$ cat config.mk
export PLATFORM = sky130hd
export DESIGN_NAME = i2cmm_master
export DESIGN_NICKNAME = d
export VERILOG_FILES = /design/src/logic/i2cmm_master.v
export VERILOG_INCLUDE_DIRS = /design/src /design/src/logic
export SDC_FILE = /design/constraint.sdc
export NUM_CORES = 1
export LEC_CHECK = 0
export BUFFER_PORTS_ARGS = -buffer_cell sky130_fd_sc_hd__buf_4
export CELL_PAD_IN_SITES_DETAIL_PLACEMENT = 1
export CELL_PAD_IN_SITES_GLOBAL_PLACEMENT = 2
export CORE_ASPECT_RATIO = 0.75
export CORE_UTILIZATION = 38
export DETAILED_ROUTE_END_ITERATION = 6
export HOLD_SLACK_MARGIN = 0.02
export PLACE_DENSITY_LB_ADDON = 0.1
export RECOVER_POWER = 25
export SYNTH_ARGS = -nofsm -noshare
export SYNTH_HDL_FRONTEND = slang
export SYNTH_SLANG_ARGS = --single-unit
$ cat constraint.sdc
create_clock -name sys_clk -period 4.9 [get_ports sys_clk]
set_clock_uncertainty 0.2 [all_clocks]
set_input_delay 0.98 -clock sys_clk [delete_from_list [all_inputs] [get_ports sys_clk]]
set_output_delay 0.98 -clock sys_clk [all_outputs]
set_load 0.005 [all_outputs]
$ cat src/logic/i2cmm_defines.vh
// constants for the two-wire serial memory master
`ifndef I2CMM_DEFINES_VH
`define I2CMM_DEFINES_VH
`define I2CMM_CLK_HZ        200000000
`define I2CMM_STD_HZ        100000
`define I2CMM_FAST_HZ       400000
`define I2CMM_QDIV_W        10
`define I2CMM_QPB           4
`define I2CMM_DIR_WRITE     1'b0
`define I2CMM_DIR_READ      1'b1
`define I2CMM_ACK           1'b0
`define I2CMM_NACK          1'b1
`define I2CMM_BIT_MSB       3'h7
`define I2CMM_PH_LAST       2'h3
`endif

$ cat src/logic/i2cmm_master.v
// two-wire serial memory master: start, address, byte address, data bytes, stop
// Contract
// - only 7-bit target addresses are sent, never the 10-bit form.
// - the clock runs at up to 100 kHz in standard speed or up to 400 kHz in fast speed; the rounded-down quarter count can push it above.
// - the clock output works either open-drain or push-pull, chosen by an input.
// - in push-pull the clock line is driven both high and low; data stays open-drain.
// - every transfer opens with a start condition.
// - the 7-bit target address then the 8-bit memory location are sent first.
// - every address and data byte leaves most significant bit first.
// - target address and memory location come from inputs so they fit any memory.
// - on read the block returns an acknowledge bit after each received byte except the last.
// - on write the block samples the memory's acknowledge after each sent byte.
// - a transfer moves one byte or several in a row.
// - the last byte read is answered with a not-acknowledge.
// - a stop condition ends the transfer once all bytes are moved.
// each bit takes four quarters: clock low with data set, clock released,
// data sampled while high, clock pulled low again; start and stop use the
// same four quarters with data moving while the clock is high
`timescale 1ns/1ps
`include "i2cmm_defines.vh"
module i2cmm_master #(
    parameter CLK_HZ = `I2CMM_CLK_HZ
) (
    input  wire       sys_clk,
    input  wire       rst_n,
    input  wire       fastMode,
    input  wire       pushPull,
    input  wire       startReq,
    input  wire       readReq,
    input  wire [6:0] target_id_bits,
    input  wire [7:0] memory_location_bits,
    input  wire [7:0] byteCount,
    input  wire [7:0] writeData,
    output wire       writeTaken,
    output reg  [7:0] readData,
    output reg        readValid,
    output reg        nackSeen,
    output wire       busy,
    output reg        done,
    input  wire       sclIn,
    output wire       sclOut,
    output wire       sclOe,
    input  wire       sdaIn,
    output wire       sdaOut,
    output wire       sdaOe
);
    // quarter bit period counts; integer division rounds down so the clock can run above the limit
    // the counter is 10 bits wide: a faster system clock needs a wider counter
    localparam integer Q_STD_N  = CLK_HZ / (`I2CMM_QPB * `I2CMM_STD_HZ);
    localparam integer Q_FAST_N = CLK_HZ / (`I2CMM_QPB * `I2CMM_FAST_HZ);
    localparam [`I2CMM_QDIV_W-1:0] Q_STD  = Q_STD_N[`I2CMM_QDIV_W-1:0];
    localparam [`I2CMM_QDIV_W-1:0] Q_FAST = Q_FAST_N[`I2CMM_QDIV_W-1:0];

    localparam [8:0] S_IDLE  = 9'h001;
    localparam [8:0] S_START = 9'h002;
    localparam [8:0] S_ADDR  = 9'h004;
    localparam [8:0] S_LOC   = 9'h008;
    localparam [8:0] S_RSTRT = 9'h010;
    localparam [8:0] S_RADDR = 9'h020;
    localparam [8:0] S_WDATA = 9'h040;
    localparam [8:0] S_RDATA = 9'h080;
    localparam [8:0] S_STOP  = 9'h100;

    reg [8:0] state;
    reg [`I2CMM_QDIV_W-1:0] qCnt;
    reg [1:0] phase;
    reg [3:0] bitIdx;
    reg [7:0] shiftReg;
    reg [7:0] remain;
    reg       isRead;
    reg       sclLow;
    reg       sdaLow;
    reg       sdaS1;
    reg       sdaS2;
    reg       sclS1;
    reg       sclS2;
    reg       takePulse;

    wire qZero   = (qCnt == {`I2CMM_QDIV_W{1'b0}});
    // a memory may stretch the clock: wait in the high quarter until the line reads high
    wire sclHeld = qZero && (phase == 2'h2) && !sclLow && !sclS2 && (state != S_IDLE);
    wire tick    = qZero && !sclHeld;
    wire lastPh  = (phase == `I2CMM_PH_LAST);
    wire ackBit  = (bitIdx == 4'h8);
    reg  [8:0] seqByte;

    // address byte: 7-bit target then direction, never the 10-bit form
    always @* begin
        if (state == S_RADDR) begin
            seqByte = {target_id_bits, `I2CMM_DIR_READ, 1'b0};
        end else begin
            seqByte = {target_id_bits, `I2CMM_DIR_WRITE, 1'b0};
        end
    end

    assign busy       = (state != S_IDLE);
    assign writeTaken = takePulse;
    // open-drain: only pull low; push-pull clock drives both levels
    assign sclOut = ~sclLow;
    assign sclOe  = sclLow | (pushPull & busy);
    assign sdaOut = 1'b0;
    assign sdaOe  = sdaLow;

    always @(posedge sys_clk or negedge rst_n) begin
        if (!rst_n) begin
            sdaS1 <= 1'b1;
            sdaS2 <= 1'b1;
            sclS1 <= 1'b1;
            sclS2 <= 1'b1;
        end else begin
            sdaS1 <= sdaIn;
            sdaS2 <= sdaS1;
            sclS1 <= sclIn;
            sclS2 <= sclS1;
        end
    end

    always @(posedge sys_clk or negedge rst_n) begin
        if (!rst_n) begin
            qCnt <= {`I2CMM_QDIV_W{1'b0}};
        end else if (tick || state == S_IDLE) begin
            qCnt <= fastMode ? Q_FAST - 1'b1 : Q_STD - 1'b1;
        end else if (sclHeld) begin
            qCnt <= qCnt;
        end else begin
            qCnt <= qCnt - 1'b1;
        end
    end

    // each bit spends four quarters: low/setup, low, high, high
    always @(posedge sys_clk or negedge rst_n) begin
        if (!rst_n) begin
            state     <= S_IDLE;
            phase     <= 2'h0;
            bitIdx    <= 4'h0;
            shiftReg  <= 8'h00;
            remain    <= 8'h00;
            isRead    <= 1'b0;
            sclLow    <= 1'b0;
            sdaLow    <= 1'b0;
            readData  <= 8'h00;
            readValid <= 1'b0;
            nackSeen  <= 1'b0;
            done      <= 1'b0;
            takePulse <= 1'b0;
        end else begin
            readValid <= 1'b0;
            done      <= 1'b0;
            takePulse <= 1'b0;
            if (tick && state != S_IDLE) begin
                phase <= phase + 2'h1;
            end
            case (state)
                S_IDLE: begin
                    sclLow <= 1'b0;
                    sdaLow <= 1'b0;
                    phase  <= 2'h0;
                    if (startReq) begin
                        isRead   <= readReq;
                        if (byteCount == 8'h00) begin
                            remain <= 8'h01;
                        end else begin
                            remain <= byteCount;
                        end
                        nackSeen <= 1'b0;
                        state    <= S_START;
                    end
                end
                S_START, S_RSTRT: begin
                    // data falls while clock high, then clock falls
                    if (tick) begin
                        case (phase)
                            2'h0: begin
                                sdaLow <= 1'b0;
                            end
                            2'h1: begin
                                sclLow <= 1'b0;
                            end
                            2'h2: begin
                                sdaLow <= 1'b1;
                            end
                            default: begin
                                sclLow <= 1'b1;
                                bitIdx <= 4'h0;
                                if (state == S_START) begin
                                    state <= S_ADDR;
                                end else begin
                                    state <= S_RADDR;
                                end
                            end
                        endcase
                    end
                end
                S_ADDR, S_LOC, S_RADDR, S_WDATA, S_RDATA: begin
                    if (tick) begin
                        case (phase)
                            2'h0: begin
                                sclLow <= 1'b1;
                                if (state == S_RDATA) begin
                                    // ack on all but the final byte
                                    sdaLow <= ackBit && (remain != 8'h01);
                                end else if (ackBit) begin
                                    sdaLow <= 1'b0;
                                end else if (bitIdx == 4'h0) begin
                                    if (state == S_WDATA) begin
                                        shiftReg  <= {writeData[6:0], 1'b0};
                                        sdaLow    <= ~writeData[`I2CMM_BIT_MSB];
                                        takePulse <= 1'b1;
                                    end else if (state == S_LOC) begin
                                        shiftReg <= {memory_location_bits[6:0], 1'b0};
                                        sdaLow   <= ~memory_location_bits[`I2CMM_BIT_MSB];
                                    end else begin
                                        shiftReg <= seqByte[7:0];
                                        sdaLow   <= ~seqByte[8];
                                    end
                                end else begin
                                    sdaLow   <= ~shiftReg[`I2CMM_BIT_MSB];
                                    shiftReg <= {shiftReg[6:0], 1'b0};
                                end
                            end
                            2'h1: begin
                                sclLow <= 1'b0;
                            end
                            2'h2: begin
                                if (state == S_RDATA && !ackBit) begin
                                    shiftReg <= {shiftReg[6:0], sdaS2};
                                end
                                if (state != S_RDATA && ackBit && sdaS2) begin
                                    nackSeen <= 1'b1;
                                end
                            end
                            default: begin
                                sclLow <= 1'b1;
                                if (ackBit) begin
                                    bitIdx <= 4'h0;
                                end else begin
                                    bitIdx <= bitIdx + 4'h1;
                                end
                                if (ackBit) begin
                                    if (state == S_RDATA) begin
                                        readData  <= shiftReg;
                                        readValid <= 1'b1;
                                    end
                                    // a refused address or byte ends the transfer early
                                    if (state != S_RDATA && nackSeen) begin
                                        state <= S_STOP;
                                    end else if (state == S_ADDR) begin
                                        state <= S_LOC;
                                    end else if (state == S_LOC) begin
                                        if (isRead) begin
                                            state <= S_RSTRT;
                                        end else begin
                                            state <= S_WDATA;
                                        end
                                    end else if (state == S_RADDR) begin
                                        state <= S_RDATA;
                                    end else begin
                                        remain <= remain - 8'h01;
                                        if (remain == 8'h01) begin
                                            state <= S_STOP;
                                        end
                                    end
                                end
                            end
                        endcase
                    end
                end
                S_STOP: begin
                    // data rises while clock high
                    if (tick) begin
                        case (phase)
                            2'h0: begin
                                sdaLow <= 1'b1;
                            end
                            2'h1: begin
                                sclLow <= 1'b0;
                            end
                            2'h2: begin
                                sdaLow <= 1'b0;
                            end
                            default: begin
                                done  <= 1'b1;
                                state <= S_IDLE;
                            end
                        endcase
                    end
                end
                default: begin
                    state <= S_IDLE;
                end
            endcase
        end
    end
endmodule

======== Word-level counts from Yosys, hierarchy flattened ========
Cells that the tools add are included.
word-level totals
  register bits after elaboration ......... 60
  output and inout port bits .............. 17
  word-level logic and storage cells ...... 193
  input port bits ......................... 39
operators by class
  reduce and logical (&&, ||, !) cells .... 38
  $add $sub $neg .......................... 4
  bitwise gates (word level) .............. 8
  muxes and demuxes ....................... 84
  equal/unequal tests ..................... 41
operators by type and width
  kind                                                                  number
  9-bit two-way mux                                                     14
  8-bit two-way mux                                                     15
  2-bit != test, second input constant                                  19
  9-bit case mux with 4 select lines                                    1
  1-bit two-way mux                                                     32
  8-bit case mux with 2 select lines                                    2
  10-bit two-way mux                                                    2
  4-bit two-way mux                                                     5
  9-bit AND reduction                                                   2
  5-bit AND reduction                                                   3
  7-bit AND reduction                                                   2
  1-bit logical AND                                                     11
  10-bit logical NOT                                                    1
  1-bit case mux with 2 select lines                                    5
  10-bit by 1-bit subtractor with 10-bit output, second input constant  1
  9-bit by 1-bit == test with 1-bit output, second input constant       1
  9-bit by 2-bit == test with 1-bit output, second input constant       1
  9-bit by 3-bit == test with 1-bit output, second input constant       1
  9-bit by 4-bit == test with 1-bit output, second input constant       1
  9-bit by 5-bit == test with 1-bit output, second input constant       1
  9-bit by 6-bit == test with 1-bit output, second input constant       1
  9-bit by 7-bit == test with 1-bit output, second input constant       1
  9-bit by 8-bit == test with 1-bit output, second input constant       1
  9-bit == test, second input constant                                  1
  other kinds (33)                                                      51

======== Depth between registers and ports, before layout ========
Gate-level depths: netlist of run 1.
  word-level depth ........................ 10
  gate-level depth with buffers ........... 9
  depth with buffers taken out ............ 8

======== Worst setup path before layout of run 1 ========
No wires, ideal clock.
  kind .................................... flip-flop to output port
  start ................................... reg state[0]
  end ..................................... out sclOe
  data required time ...................... 3720 ps
  cell stages (with the launch flop) ...... 6
  slack ................................... 2102 ps
  data arrival time ....................... 1618 ps
  buffers on the path ..................... 0
  cell sequence ........................... dfstp_2 > or4b_4 > nor3_2 > inv_1 > nand2_1 > nand2_1
on the way
  cells in the longest elaborated chain, start to end .. 3
RTL lines
  item                                      RTL line            text
  start, declared                           i2cmm_master.v:64   reg [8:0] state;
  start signal, assigned                    i2cmm_master.v:133  state <= S_IDLE;
  start signal, assigned                    i2cmm_master.v:166  state <= S_START;
  start signal, assigned                    i2cmm_master.v:186  state <= S_ADDR;
  9-bit by 1-bit != test with 1-bit output  i2cmm_master.v:96   assign busy = (state != S_IDLE);
  net busy                                  i2cmm_master.v:38   output wire busy,
  1-bit bitwise AND                         i2cmm_master.v:100  assign sclOe = sclLow | (pushPull & busy);
  1-bit OR                                  i2cmm_master.v:100
  end, declared                             i2cmm_master.v:42   output wire sclOe,
The timed path passes the listed nets, and every way through them passes these cells.

======== Final worst setup path of run 1 ========
  start ................................... reg state[0]
  end ..................................... out sclOe
on the way
  cells in the longest elaborated chain, start to end .. 3
RTL lines
  item                                      RTL line
  9-bit by 1-bit != test with 1-bit output  i2cmm_master.v:96
  1-bit bitwise AND                         i2cmm_master.v:100
  1-bit OR                                  i2cmm_master.v:100
Every way passes these cells.

==> impl_metrics.env, run 1 <==
export IMPL_start_kind="flip-flop"
export IMPL_post_drt_via_cell_ratio=5.51
export IMPL_dr_pass1_iters=4
export IMPL_cts_max_path_buffers=2
export IMPL_max_vdd_ir_drop_v=0.000151
export IMPL_status="complete, no violations"
export IMPL_path_delay_family="simple AND/OR/NAND/NOR gates"
export IMPL_end_kind="output port"
export IMPL_gp_congestion=0.927
export IMPL_r2r_start="phase[0]$_DFFE_PN0P_"
export IMPL_path_class="reg2out"
export IMPL_hpwl_mm=7.52
export IMPL_hold_path_startpoint="sdaS1$_DFF_PN1_"
export IMPL_rows=30
export IMPL_fillers=1091
export IMPL_grt_max_degree=61
export IMPL_syn_nets=439
export IMPL_postRouteAntennaNets=0
export IMPL_grt_pass1_vias=3158
export IMPL_hold_buffers=0
export IMPL_cts_htree_levels=3
export IMPL_post_cts_buffers=0
export IMPL_wire_per_inst_microns=18.4
export IMPL_r2r_slack_ns=1.81
export IMPL_fin_util_pct=48.3
export IMPL_multiInputGateArea_sq_um=2050
export IMPL_nets=486
export IMPL_synth_largest_area_cell="dfrtp_1"
export IMPL_clkTransAtPathRegs_ns=0.05
export IMPL_fin_area_sq_um=4480
export IMPL_overflow=0
export IMPL_vias=3141
export IMPL_drive_gt1_share_pct=24.4
export IMPL_drt_total_wl_mm=10.5
export IMPL_period_share_pct=71.0
export IMPL_crit_chain="or4b_4 > nor3_2 > inv_1 > nand2_1 > nand2_1 > buf_4"
export IMPL_antenna_found_initial=0
export IMPL_crit_slowest_cell="dfstp_2"
export IMPL_track_usage_pct=22.2
export IMPL_power_density_nw_per_um2=422
export IMPL_synth_area_sq_um=3720
export IMPL_synth_cell_types=64
export IMPL_netlist_area_leader_share_pct=37.0
export IMPL_power_w=0.00189
export IMPL_hold_class="reg2reg"
export IMPL_cts_tree="built"
export IMPL_setup_tns_ns=0
export IMPL_slew_viol_final=0
export IMPL_cp_num_buf_inv=2
export IMPL_synth_edff_count=0
export IMPL_layout_area_seq_sq_um=1510
export IMPL_cts_root_buffer="clkbuf_16"
export IMPL_ys_flop_type="dfrtp_1"
export IMPL_worstPathArrival_ns=2.30
export IMPL_synth_seq_cells=60
export IMPL_setup_viol=0
export IMPL_numCtsBuffers=9
export IMPL_hold_viol=0
export IMPL_port_buffers=54
export IMPL_slew_headroom_pct=40.9
export IMPL_core_sq_um=9270
export IMPL_dieHeight_microns=87.7
export IMPL_netlist_instances=390
export IMPL_synth_warnings=0
export IMPL_die_w_microns=116
export IMPL_first_iter_violations=156
export IMPL_synthArstFlopShare_pct=100
export IMPL_synth_area_per_cell_sq_um=9.54
export IMPL_areaGrowthSynthToFinish_pct=20.4
export IMPL_drc=0
export IMPL_crit_start="state[0]$_DFFE_PN1P_"
export IMPL_cts_resized=0
export IMPL_fp_dieArea_sq_um=10200
export IMPL_rsz0062_at_grt="false"
export IMPL_grt_pass1_wl_mm=17.0
export IMPL_cp_slowest_stage_delay_ns=0.61
export IMPL_synth_seq_area_share_pct=40.5
export IMPL_drv_cap=0
export IMPL_place_area_sq_um=4200
export IMPL_clk_latency_ns=0.33
export IMPL_clock_fmax_mhz=287
export IMPL_ioPinCount=56
export IMPL_cts_sinks=60
export IMPL_cp_max_fo=9
export IMPL_ys_top_cells_by_area="dfrtp_1, mux2_2, nand2_1"
export IMPL_start_util_pct=40.1
export IMPL_cp_common_cell="nand2_1"
export IMPL_worst_pin_slew_ns=0.887
export IMPL_leakagePower_nw=2.02
export IMPL_cp_data_required_time_ns=3.72
export IMPL_fin_crit_ns=3.48
export IMPL_diodes=0
## cell usage in the layout (no fill, tap or decap), types with 12 or more instances in the layout
| master | Yosys | routed |
|---|---|---|
| nand3_1 | 14 | 14 |
| nand2_1 | 44 | 44 |
| mux2_2 | 19 | 19 |
| buf_4 | 3 | 53 |
| a21oi_1 | 13 | 13 |
| nor3_1 | 12 | 12 |
| inv_1 | 19 | 19 |
| nor2_1 | 22 | 22 |
| dfrtp_1 | 55 | 55 |
| o21ai_0 | 22 | 22 |
| mux2i_1 | 12 | 12 |
## metrics by stage
stage | hold slack, ns | cells | setup WS [ns]
detailed placement | 0.148 | 554 | 1.75
global route | 0.156 | 570 | 1.29
CTS | 0.156 | 570 | 1.38
floorplan | 0.145 | 390 | 2.10
finish | 0.155 | 570 | 1.42
global placement | 0.146 | 554 | 1.77
## worst paths after layout
path                                           end  cells after the start
max                                          sclOe                      6
min                                sdaS2$_DFF_PN1_                      0
max reg2reg                    qCnt[0]$_DFFE_PN0P_                      8
min reg2reg                        sdaS2$_DFF_PN1_                      0
max in group asynchronous  shiftReg[0]$_DFFE_PN0P_                      1
min in group asynchronous    remain[0]$_DFFE_PN0P_                      1
## synthesized netlist by cell type, drive strengths merged, types with 4 or more instances
cell / count
a21o: 4
a21oi: 13
a31oi: 5
and3: 6
buf: 8
clkbuf: 11
dfrtp: 55
dfstp: 5
ha: 10
inv: 19
mux2: 25
mux2i: 12
nand2: 44
nand3: 15
nand4: 8
nor2: 22
nor2b: 5
nor3: 15
nor4: 9
o211ai: 4
o21ai: 22
o22a: 4
o31ai: 4
or3: 7
or4: 4
xnor2: 4
xor2: 8
## metal layers
metal | GRT usage (%) | routed length [microns]
met1 | 32.4 | 5380
met2 | 32.5 | 4560
met3 | 4.91 | 427
met4 | 6.88 | 119
met5 | 0 | 0
## state kept, by name (all words and copies together), names as in the netlist
| register | cells |
|---|---|
| writeTaken | 1 |
| sclS2 | 1 |
| nackSeen | 1 |
| bitIdx | 4 |
| sclS1 | 1 |
| phase | 2 |
| sclLow | 1 |
| shiftReg | 8 |
| readData | 8 |
| done | 1 |
| isRead | 1 |
| sdaS1 | 1 |
| qCnt | 10 |
| state | 9 |
| readValid | 1 |
| sdaS2 | 1 |
| sdaOe | 1 |
| remain | 8 |
## power breakdown
group | leakage [nW] | switching (W) | internal [W] | total, W
Clock | 0.137 | 0.000220 | 0.000368 | 0.000588
Sequential | 0.768 | 0.000108 | 0.000583 | 0.000691
Combinational | 1.12 | 0.000350 | 0.000259 | 0.000609
Total | 2.02 | 0.000678 | 0.00121 | 0.00189
## kinds of logic (layout without fill, tap and decap cells)
| kind of cell | after synthesis | count (layout) | share of synthesized area (%) |
|---|---|---|---|
| other | 1 | 1 | 0.101 |
| flip-flops | 60 | 60 | 40.5 |
| multiplexers | 37 | 37 | 10.8 |
| adder cells (fa/ha/maj) | 10 | 10 | 3.36 |
| AO/OA/AOI/OAI | 78 | 78 | 14.6 |
| XOR/XNOR | 12 | 12 | 2.83 |
| AND/OR/NAND/NOR | 154 | 154 | 23.5 |
| buffers and inverters | 38 | 90 | 4.31 |
## cell type report
type                    count  share of cell area (%)
flip-flops and latches     60                    33.7
clock buffers              14                    5.90
repair buffers             55                    9.22
inverters                  19                    1.59
well taps                 128                    3.58
multi-input cells         292                    45.8
clock inverters             2                   0.224
(Power assumes the default switching activity.)
==> run 2: changes to the inputs <==
ABC_AREA = 1   (was default)
CORE_UTILIZATION = 30   (was 38)
clock period = 3 ns   (was 4.9 ns; I/O delays follow)
==> run 2 against run 1 <==
The flow now finishes with violations (max-capacitance violations, max-slew violations); non-clock buffer count up 1; highest routed layer unchanged; power is 110% higher; wire length rose by 8.5%; sequential share of layout area is 1.8 points lower; die area rose by 31%; largest power group is now combinational logic; core utilization shrank 10 points; combinational power grew to 2.9 times the previous value; sequential cell count unchanged.
==> impl_metrics.env, run 2 <==
export IMPL_drive_gt1_share_pct=23.5
export IMPL_post_cts_buffers=0
export IMPL_slew_viol_final=61
export IMPL_setup_viol=0
export IMPL_yosysMostFrequentCell="nand2_1"
export IMPL_path_class="reg2reg"
export IMPL_worst_pin_slew_ns=1.63
export IMPL_hold_class="reg2reg"
export IMPL_period_share_pct=81.1
export IMPL_clk_latency_ns=0.34
export IMPL_r2r_end="qCnt[1]$_DFFE_PN0P_"
export IMPL_synthArstFlopShare_pct=100
export IMPL_port_buffers=54
export IMPL_start_kind="flip-flop"
export IMPL_cts_tree="built"
export IMPL_cp_data_required_time_ns=3.01
export IMPL_synthTopCellsByCount="nand2_1, inv_1, nor2_1"
export IMPL_postRouteAntennaNets=0
export IMPL_final_common_cell="nand2_1"
export IMPL_netlist_instances=514
export IMPL_worstHoldPathCells=0
export IMPL_vias=3484
export IMPL_areaGrowthSynthToFinish_pct=22.5
export IMPL_track_usage_pct=18.5
export IMPL_cp_max_fo=7
export IMPL_hold_buffers=0
export IMPL_top_register="qCnt"
export IMPL_numCtsBuffers=9
export IMPL_worstPathArrival_ns=2.44
export IMPL_overflow=0
export IMPL_fillers=1543
export IMPL_cts_sinks=60
export IMPL_crit_chain="inv_1 > ha_1 > inv_2 > nor3_4 > inv_2 > o21ai_2 > nand2_1 > inv_1 > nand2_1 > nand2_1 > o21ai_0"
export IMPL_cts_htree_levels=3
export IMPL_synth_largest_area_cell="dfrtp_1"
export IMPL_place_area_sq_um=4430
export IMPL_ff2ff_path_depth=11
export IMPL_largest_reg_flops=10
export IMPL_synth_seq_area_share_pct=39.1
export IMPL_nets=622
export IMPL_cts_resized=0
export IMPL_setup_tns_ns=0
export IMPL_diodes=0
export IMPL_cp_slowest_stage_delay_ns=0.40
export IMPL_clkTransAtPathRegs_ns=0.05
export IMPL_drv_cap=1
export IMPL_ioPinCount=56
export IMPL_drt_total_wl_mm=11.4
export IMPL_final_cell_mix="nand2_1, inv_1, nor2_1"
export IMPL_antenna_found_initial=0
export IMPL_drc=0
export IMPL_max_vdd_ir_drop_v=0.000275
export IMPL_fin_crit_ns=2.43
export IMPL_fin_area_sq_um=4730
export IMPL_power_density_nw_per_um2=836
export IMPL_failed_checks="max-capacitance violations, max-slew violations"
export IMPL_netlist_area_leader_share_pct=35.7
export IMPL_ys_top_cells_by_area="dfrtp_1, nand2_1, inv_1"
export IMPL_synth_area_per_cell_sq_um=7.51
export IMPL_cp_common_cell="nand2_1"
export IMPL_status="finished with violations"
export IMPL_die_w_microns=133
export IMPL_start_util_pct=31.1
export IMPL_slew_headroom_pct=-8.65
export IMPL_grt_pass1_wl_mm=18.6
export IMPL_core_sq_um=12400
export IMPL_synth_edff_count=0
export IMPL_synth_area_sq_um=3860
export IMPL_clock_fmax_mhz=411
export IMPL_hold_path_startpoint="sclS1$_DFF_PN1_"
export IMPL_ys_flop_type="dfrtp_1"
export IMPL_synth_warnings=0
export IMPL_wire_per_inst_microns=15.3
export IMPL_hold_viol=0
export IMPL_r2r_slack_ns=0.57
export IMPL_dieHeight_microns=100
export IMPL_rsz0062_at_grt="false"
export IMPL_hold_end="sclS2$_DFF_PN1_"
export IMPL_leakagePower_nw=2.36
export IMPL_reg_top3="qCnt (10), state (9)"
export IMPL_rows=35
export IMPL_synth_seq_cells=60
export IMPL_end_kind="flip-flop"
export IMPL_crit_slowest_cell="dfrtp_1"
export IMPL_cts_root_buffer="clkbuf_16"
export IMPL_gp_congestion=0.781
export IMPL_cts_max_path_buffers=2
export IMPL_syn_nets=563
export IMPL_hpwl_mm=8.85
export IMPL_first_iter_violations=147
export IMPL_grt_pass1_vias=3593
export IMPL_fp_dieArea_sq_um=13300
export IMPL_synth_cell_types=49
export IMPL_grt_max_degree=61
export IMPL_dr_pass1_iters=4
export IMPL_post_drt_via_cell_ratio=4.68
export IMPL_r2r_start="phase[0]$_DFFE_PN0P_"
-- run 2: changes by cell type in the layout (fill, tap and decap cells not counted), moves of 7 or more --
cell / change
mux2_2: -18
nand2_1: +82
inv_1: +46
o21ai_2: +7
mux2i_1: -12
nor2_1: +34
or3_1: -7
nand2_2: +14
a21oi_1: -7
nand3_1: +14
nor2_2: +9
inv_2: +8
o21ai_1: +19
-- run 2: routing by layer --
metal  up-vias  global-route usage [%]  part of all wire, %
met5         -                       0                    0
met3         8                    4.49                  3.5
met1      1661                    26.6                   53
li1       1766                       -                    -
met4         0                    3.98                 0.65
met2        49                    27.8                   43
-- run 2: worst max path at each step --
stage,from,endpoint,slack [ns],depth (start not counted)
2_1_floorplan,phase[0]$_DFFE_PN0P_,qCnt[7]$_DFFE_PN0P_,0.97,10
3_3_place_gp,state[0]$_DFFE_PN1P_,shiftReg[4]$_DFFE_PN0P_,0.73,10
3_5_place_dp,state[0]$_DFFE_PN1P_,shiftReg[4]$_DFFE_PN0P_,0.62,10
4_1_cts,state[6]$_DFFE_PN0P_,sclOe,0.55,7
5_1_grt,phase[0]$_DFFE_PN0P_,readData[6]$_DFFE_PN0P_,0.34,10
6_report,phase[0]$_DFFE_PN0P_,qCnt[1]$_DFFE_PN0P_,0.57,11
-- run 2: kinds of logic (layout without fill, tap and decap cells) --
kind of cell | count (synthesis) | count (layout) | synth area share, %
xor gates and xnor gates | 10 | 10 | 2.27
muxes | 1 | 1 | 0.292
DFF | 60 | 60 | 39.1
AOI/OAI and AO/OA | 82 | 82 | 13.0
other | 1 | 1 | 0.0972
adders and majority gates | 10 | 10 | 3.24
buffers and inverters | 83 | 147 | 8.85
and+or+nand+nor | 267 | 267 | 33.1
-- run 2: report_power, final --
part           internal (W)  switching (W)
sequential         0.000988       0.000149
clock              0.000663       0.000385
combinational      0.000590        0.00118
-- run 2: cell type report --
type | count | area, sq um | share of cell area, %
repair buffers | 56 | 418 | 8.84
clock buffers | 10 | 239 | 5.05
multi-input cells | 371 | 2010 | 42.5
well taps | 166 | 208 | 4.39
inverters | 75 | 283 | 5.98
flip-flops and latches | 60 | 1510 | 31.9
clock inverters | 6 | 63.8 | 1.35
-- run 2: per-stage QoR --
step | cells | total power, W | setup WS (ns) | utilization (%) | hold WS (ns)
after floorplan | 514 | 0.00248 | 0.973 | - | 0.104
final | 744 | 0.00395 | 0.567 | 38.2 | 0.155
after global routing | 744 | 0.00430 | 0.337 | 38.2 | 0.158
after global placement | 728 | 0.00293 | 0.728 | 35.7 | 0.147
after detailed placement | 728 | 0.00294 | 0.617 | 35.7 | 0.148
after CTS | 744 | 0.00402 | 0.550 | 38.2 | 0.156
-- run 2: critical path: cells and delay by family (launching register included) --
kind / cells / cell delay (ns)
AND/OR/NAND/NOR: 4 / 0.55
buffers and inverters: 4 / 0.51
flip-flops: 1 / 0.40
adder cells (fa/ha/maj): 1 / 0.37
AO/OA/AOI/OAI: 2 / 0.28
==> run 3: changes to the inputs <==
clock period = 2 ns   (was 3 ns; I/O delays follow)
==> run 3 against run 2 <==
The flow finishes with violations (negative setup slack); global-route usage increased by 4.1 points; clock power increased by 69%; sequential share of layout area shrank 8.1 points; core utilization rose by 13 points; clock-buffer cell count rose by 2; combinational power rose to 3.0 times the previous value; sequential cell count stayed put; final cell count up 16%; register-to-register slack worse by 0.77 ns; die area unchanged; hold slack worse by 0.044 ns; critical endpoint is now sclOe; largest power group unchanged; highest routed layer unchanged.
==> impl_metrics.env, run 3 (synthesis results as in run 2) <==
export IMPL_status="finished with violations"
export IMPL_failed_checks="negative setup slack"
export IMPL_worstHoldPathCells=2
export IMPL_grt_max_degree=33
export IMPL_setup_ws_ns=-0.242
export IMPL_cp_max_fo=6
export IMPL_numCtsBuffers=9
export IMPL_fin_util_pct=51.2
export IMPL_setup_tns_ns=-6.58
export IMPL_track_usage_pct=22.6
export IMPL_drc=0
export IMPL_postRouteAntennaNets=0
export IMPL_port_buffers=54
export IMPL_worstPathArrival_ns=1.64
export IMPL_drive_gt1_share_pct=44.7
export IMPL_vias=4083
export IMPL_cts_htree_levels=3
export IMPL_hold_viol=0
export IMPL_drt_total_wl_mm=14.8
export IMPL_antenna_found_initial=0
export IMPL_dr_pass1_iters=4
export IMPL_clk_latency_ns=0.33
export IMPL_largest_reg_flops=10
export IMPL_cts_max_path_buffers=2
export IMPL_fp_dieArea_sq_um=13300
export IMPL_slew_viol_final=0
export IMPL_power_density_nw_per_um2=1370
export IMPL_diodes=0
export IMPL_cts_sinks=60
export IMPL_rsz0062_at_grt="true"
export IMPL_final_common_cell="buf_4"
export IMPL_setup_viol=52
export IMPL_end_kind="output port"
export IMPL_core_sq_um=12400
export IMPL_rows=35
export IMPL_first_iter_violations=127
export IMPL_slew_headroom_pct=43.3
export IMPL_gp_congestion=0.810
export IMPL_final_cell_mix="buf_4, nand2_1, inv_1"
export IMPL_areaGrowthSynthToFinish_pct=64.4
export IMPL_path_class="reg2out"
export IMPL_grt_pass1_wl_mm=23.0
export IMPL_die_w_microns=133
export IMPL_start_util_pct=31.1
export IMPL_hpwl_mm=10.0
export IMPL_nets=742
export IMPL_dieHeight_microns=100
export IMPL_cts_root_buffer="clkbuf_16"
export IMPL_cp_data_required_time_ns=1.40
export IMPL_grt_pass1_vias=4339
export IMPL_fin_crit_ns=2.24
export IMPL_clock_fmax_mhz=446
export IMPL_worst_pin_slew_ns=0.851
export IMPL_drv_cap=0
export IMPL_period_share_pct=112
export IMPL_overflow=0
export IMPL_ioPinCount=56
export IMPL_top_register="qCnt"
export IMPL_leakagePower_nw=3.17
export IMPL_wire_per_inst_microns=17.2
export IMPL_post_drt_via_cell_ratio=4.73
export IMPL_hold_class="in2reg"
export IMPL_max_vdd_ir_drop_v=0.000844
export IMPL_clkTransAtPathRegs_ns=0.05
export IMPL_start_kind="flip-flop"
export IMPL_ff2ff_path_depth=14
export IMPL_cts_tree="built"
export IMPL_reg_top3="qCnt (10), state (9)"
-- run 3: cell types whose count changed in the layout (fill, tap and decap cells not counted), sizes merged --
cell and change:
buf +115, bufinv +1, clkbuf +2, clkinv -2, clkinvlp -2, dlygate4sd3 +3, inv +1, nand2 +1
nand3 +1
-- run 3: what timing repair did --
item                       CTS  global route
gates cloned                 2             0
buffers inserted            21            17
hold buffers                 3             0
setup endpoints to repair   54            57
hold endpoints to repair    27             0
gates resized for setup     85            60
pin swaps                   22            19
-- run 3: layout make-up --
class	count	area, sq um
Clock buffer	12	267
Clock inverter	4	70.1
Fill cell	1448	6050
Inverter	75	298
Multi-Input combinational cell	373	2500
Sequential cell	60	1510
Tap cell	166	208
Timing Repair Buffer	174	1490
-- run 3: report_power, final --
| part | switching (W) | internal [W] |
|---|---|---|
| Sequential | 0.000200 | 0.00148 |
| Clock | 0.000582 | 0.00119 |
| Combinational | 0.00278 | 0.00247 |
-- run 3: final timing paths --
kind,endpoint,from,slack [ns]
setup reg to reg,remain[0]$_DFFE_PN0P_,state[0]$_DFFE_PN1P_,-0.20
max in group asynchronous,sdaS1$_DFF_PN1_,rst_n,0.36
setup / recovery,sclOe,state[5]$_DFFE_PN0P_,-0.24
hold / removal,isRead$_DFFE_PN0P_,readReq,0.11
hold reg to reg,sclS2$_DFF_PN1_,sclS1$_DFF_PN1_,0.15
min in group asynchronous,state[5]$_DFFE_PN0P_,rst_n,0.51
-- run 3: critical path, cell delays in order, from the launching register on --
cell,delay [ns]
dfrtp_2,0.44
nor2_4,0.17
nand2_4,0.11
clkinv_2,0.08
nand3b_4,0.13
buf_6,0.17
nand2_2,0.06
nand2_2,0.05
buf_6,0.11
-- run 3: stage by stage --
stage	cell area, sq um	total power (W)	hold slack, ns	setup slack (ns)	std cells
after detailed placement	5060	0.00535	0.147	-0.217	807
after global placement	5060	0.00527	0.146	-0.163	807
final	6340	0.00871	0.111	-0.242	864
after floorplan	3860	0.00372	-0.0956	0.0242	514
after CTS	5980	0.00806	0.102	-0.257	848
after global routing	6340	0.00924	0.110	-0.316	864
-- run 3: layer usage --
layer / vias up / part of all wire [%] / global-route usage (%)
met3: 19 / 2.5 / 4.60
met1: 2007 / 47 / 29.9
met5: - / 0 / 0
li1: 2006 / - / -
met4: 0 / 1.3 / 5.57
met2: 51 / 49 / 37.8
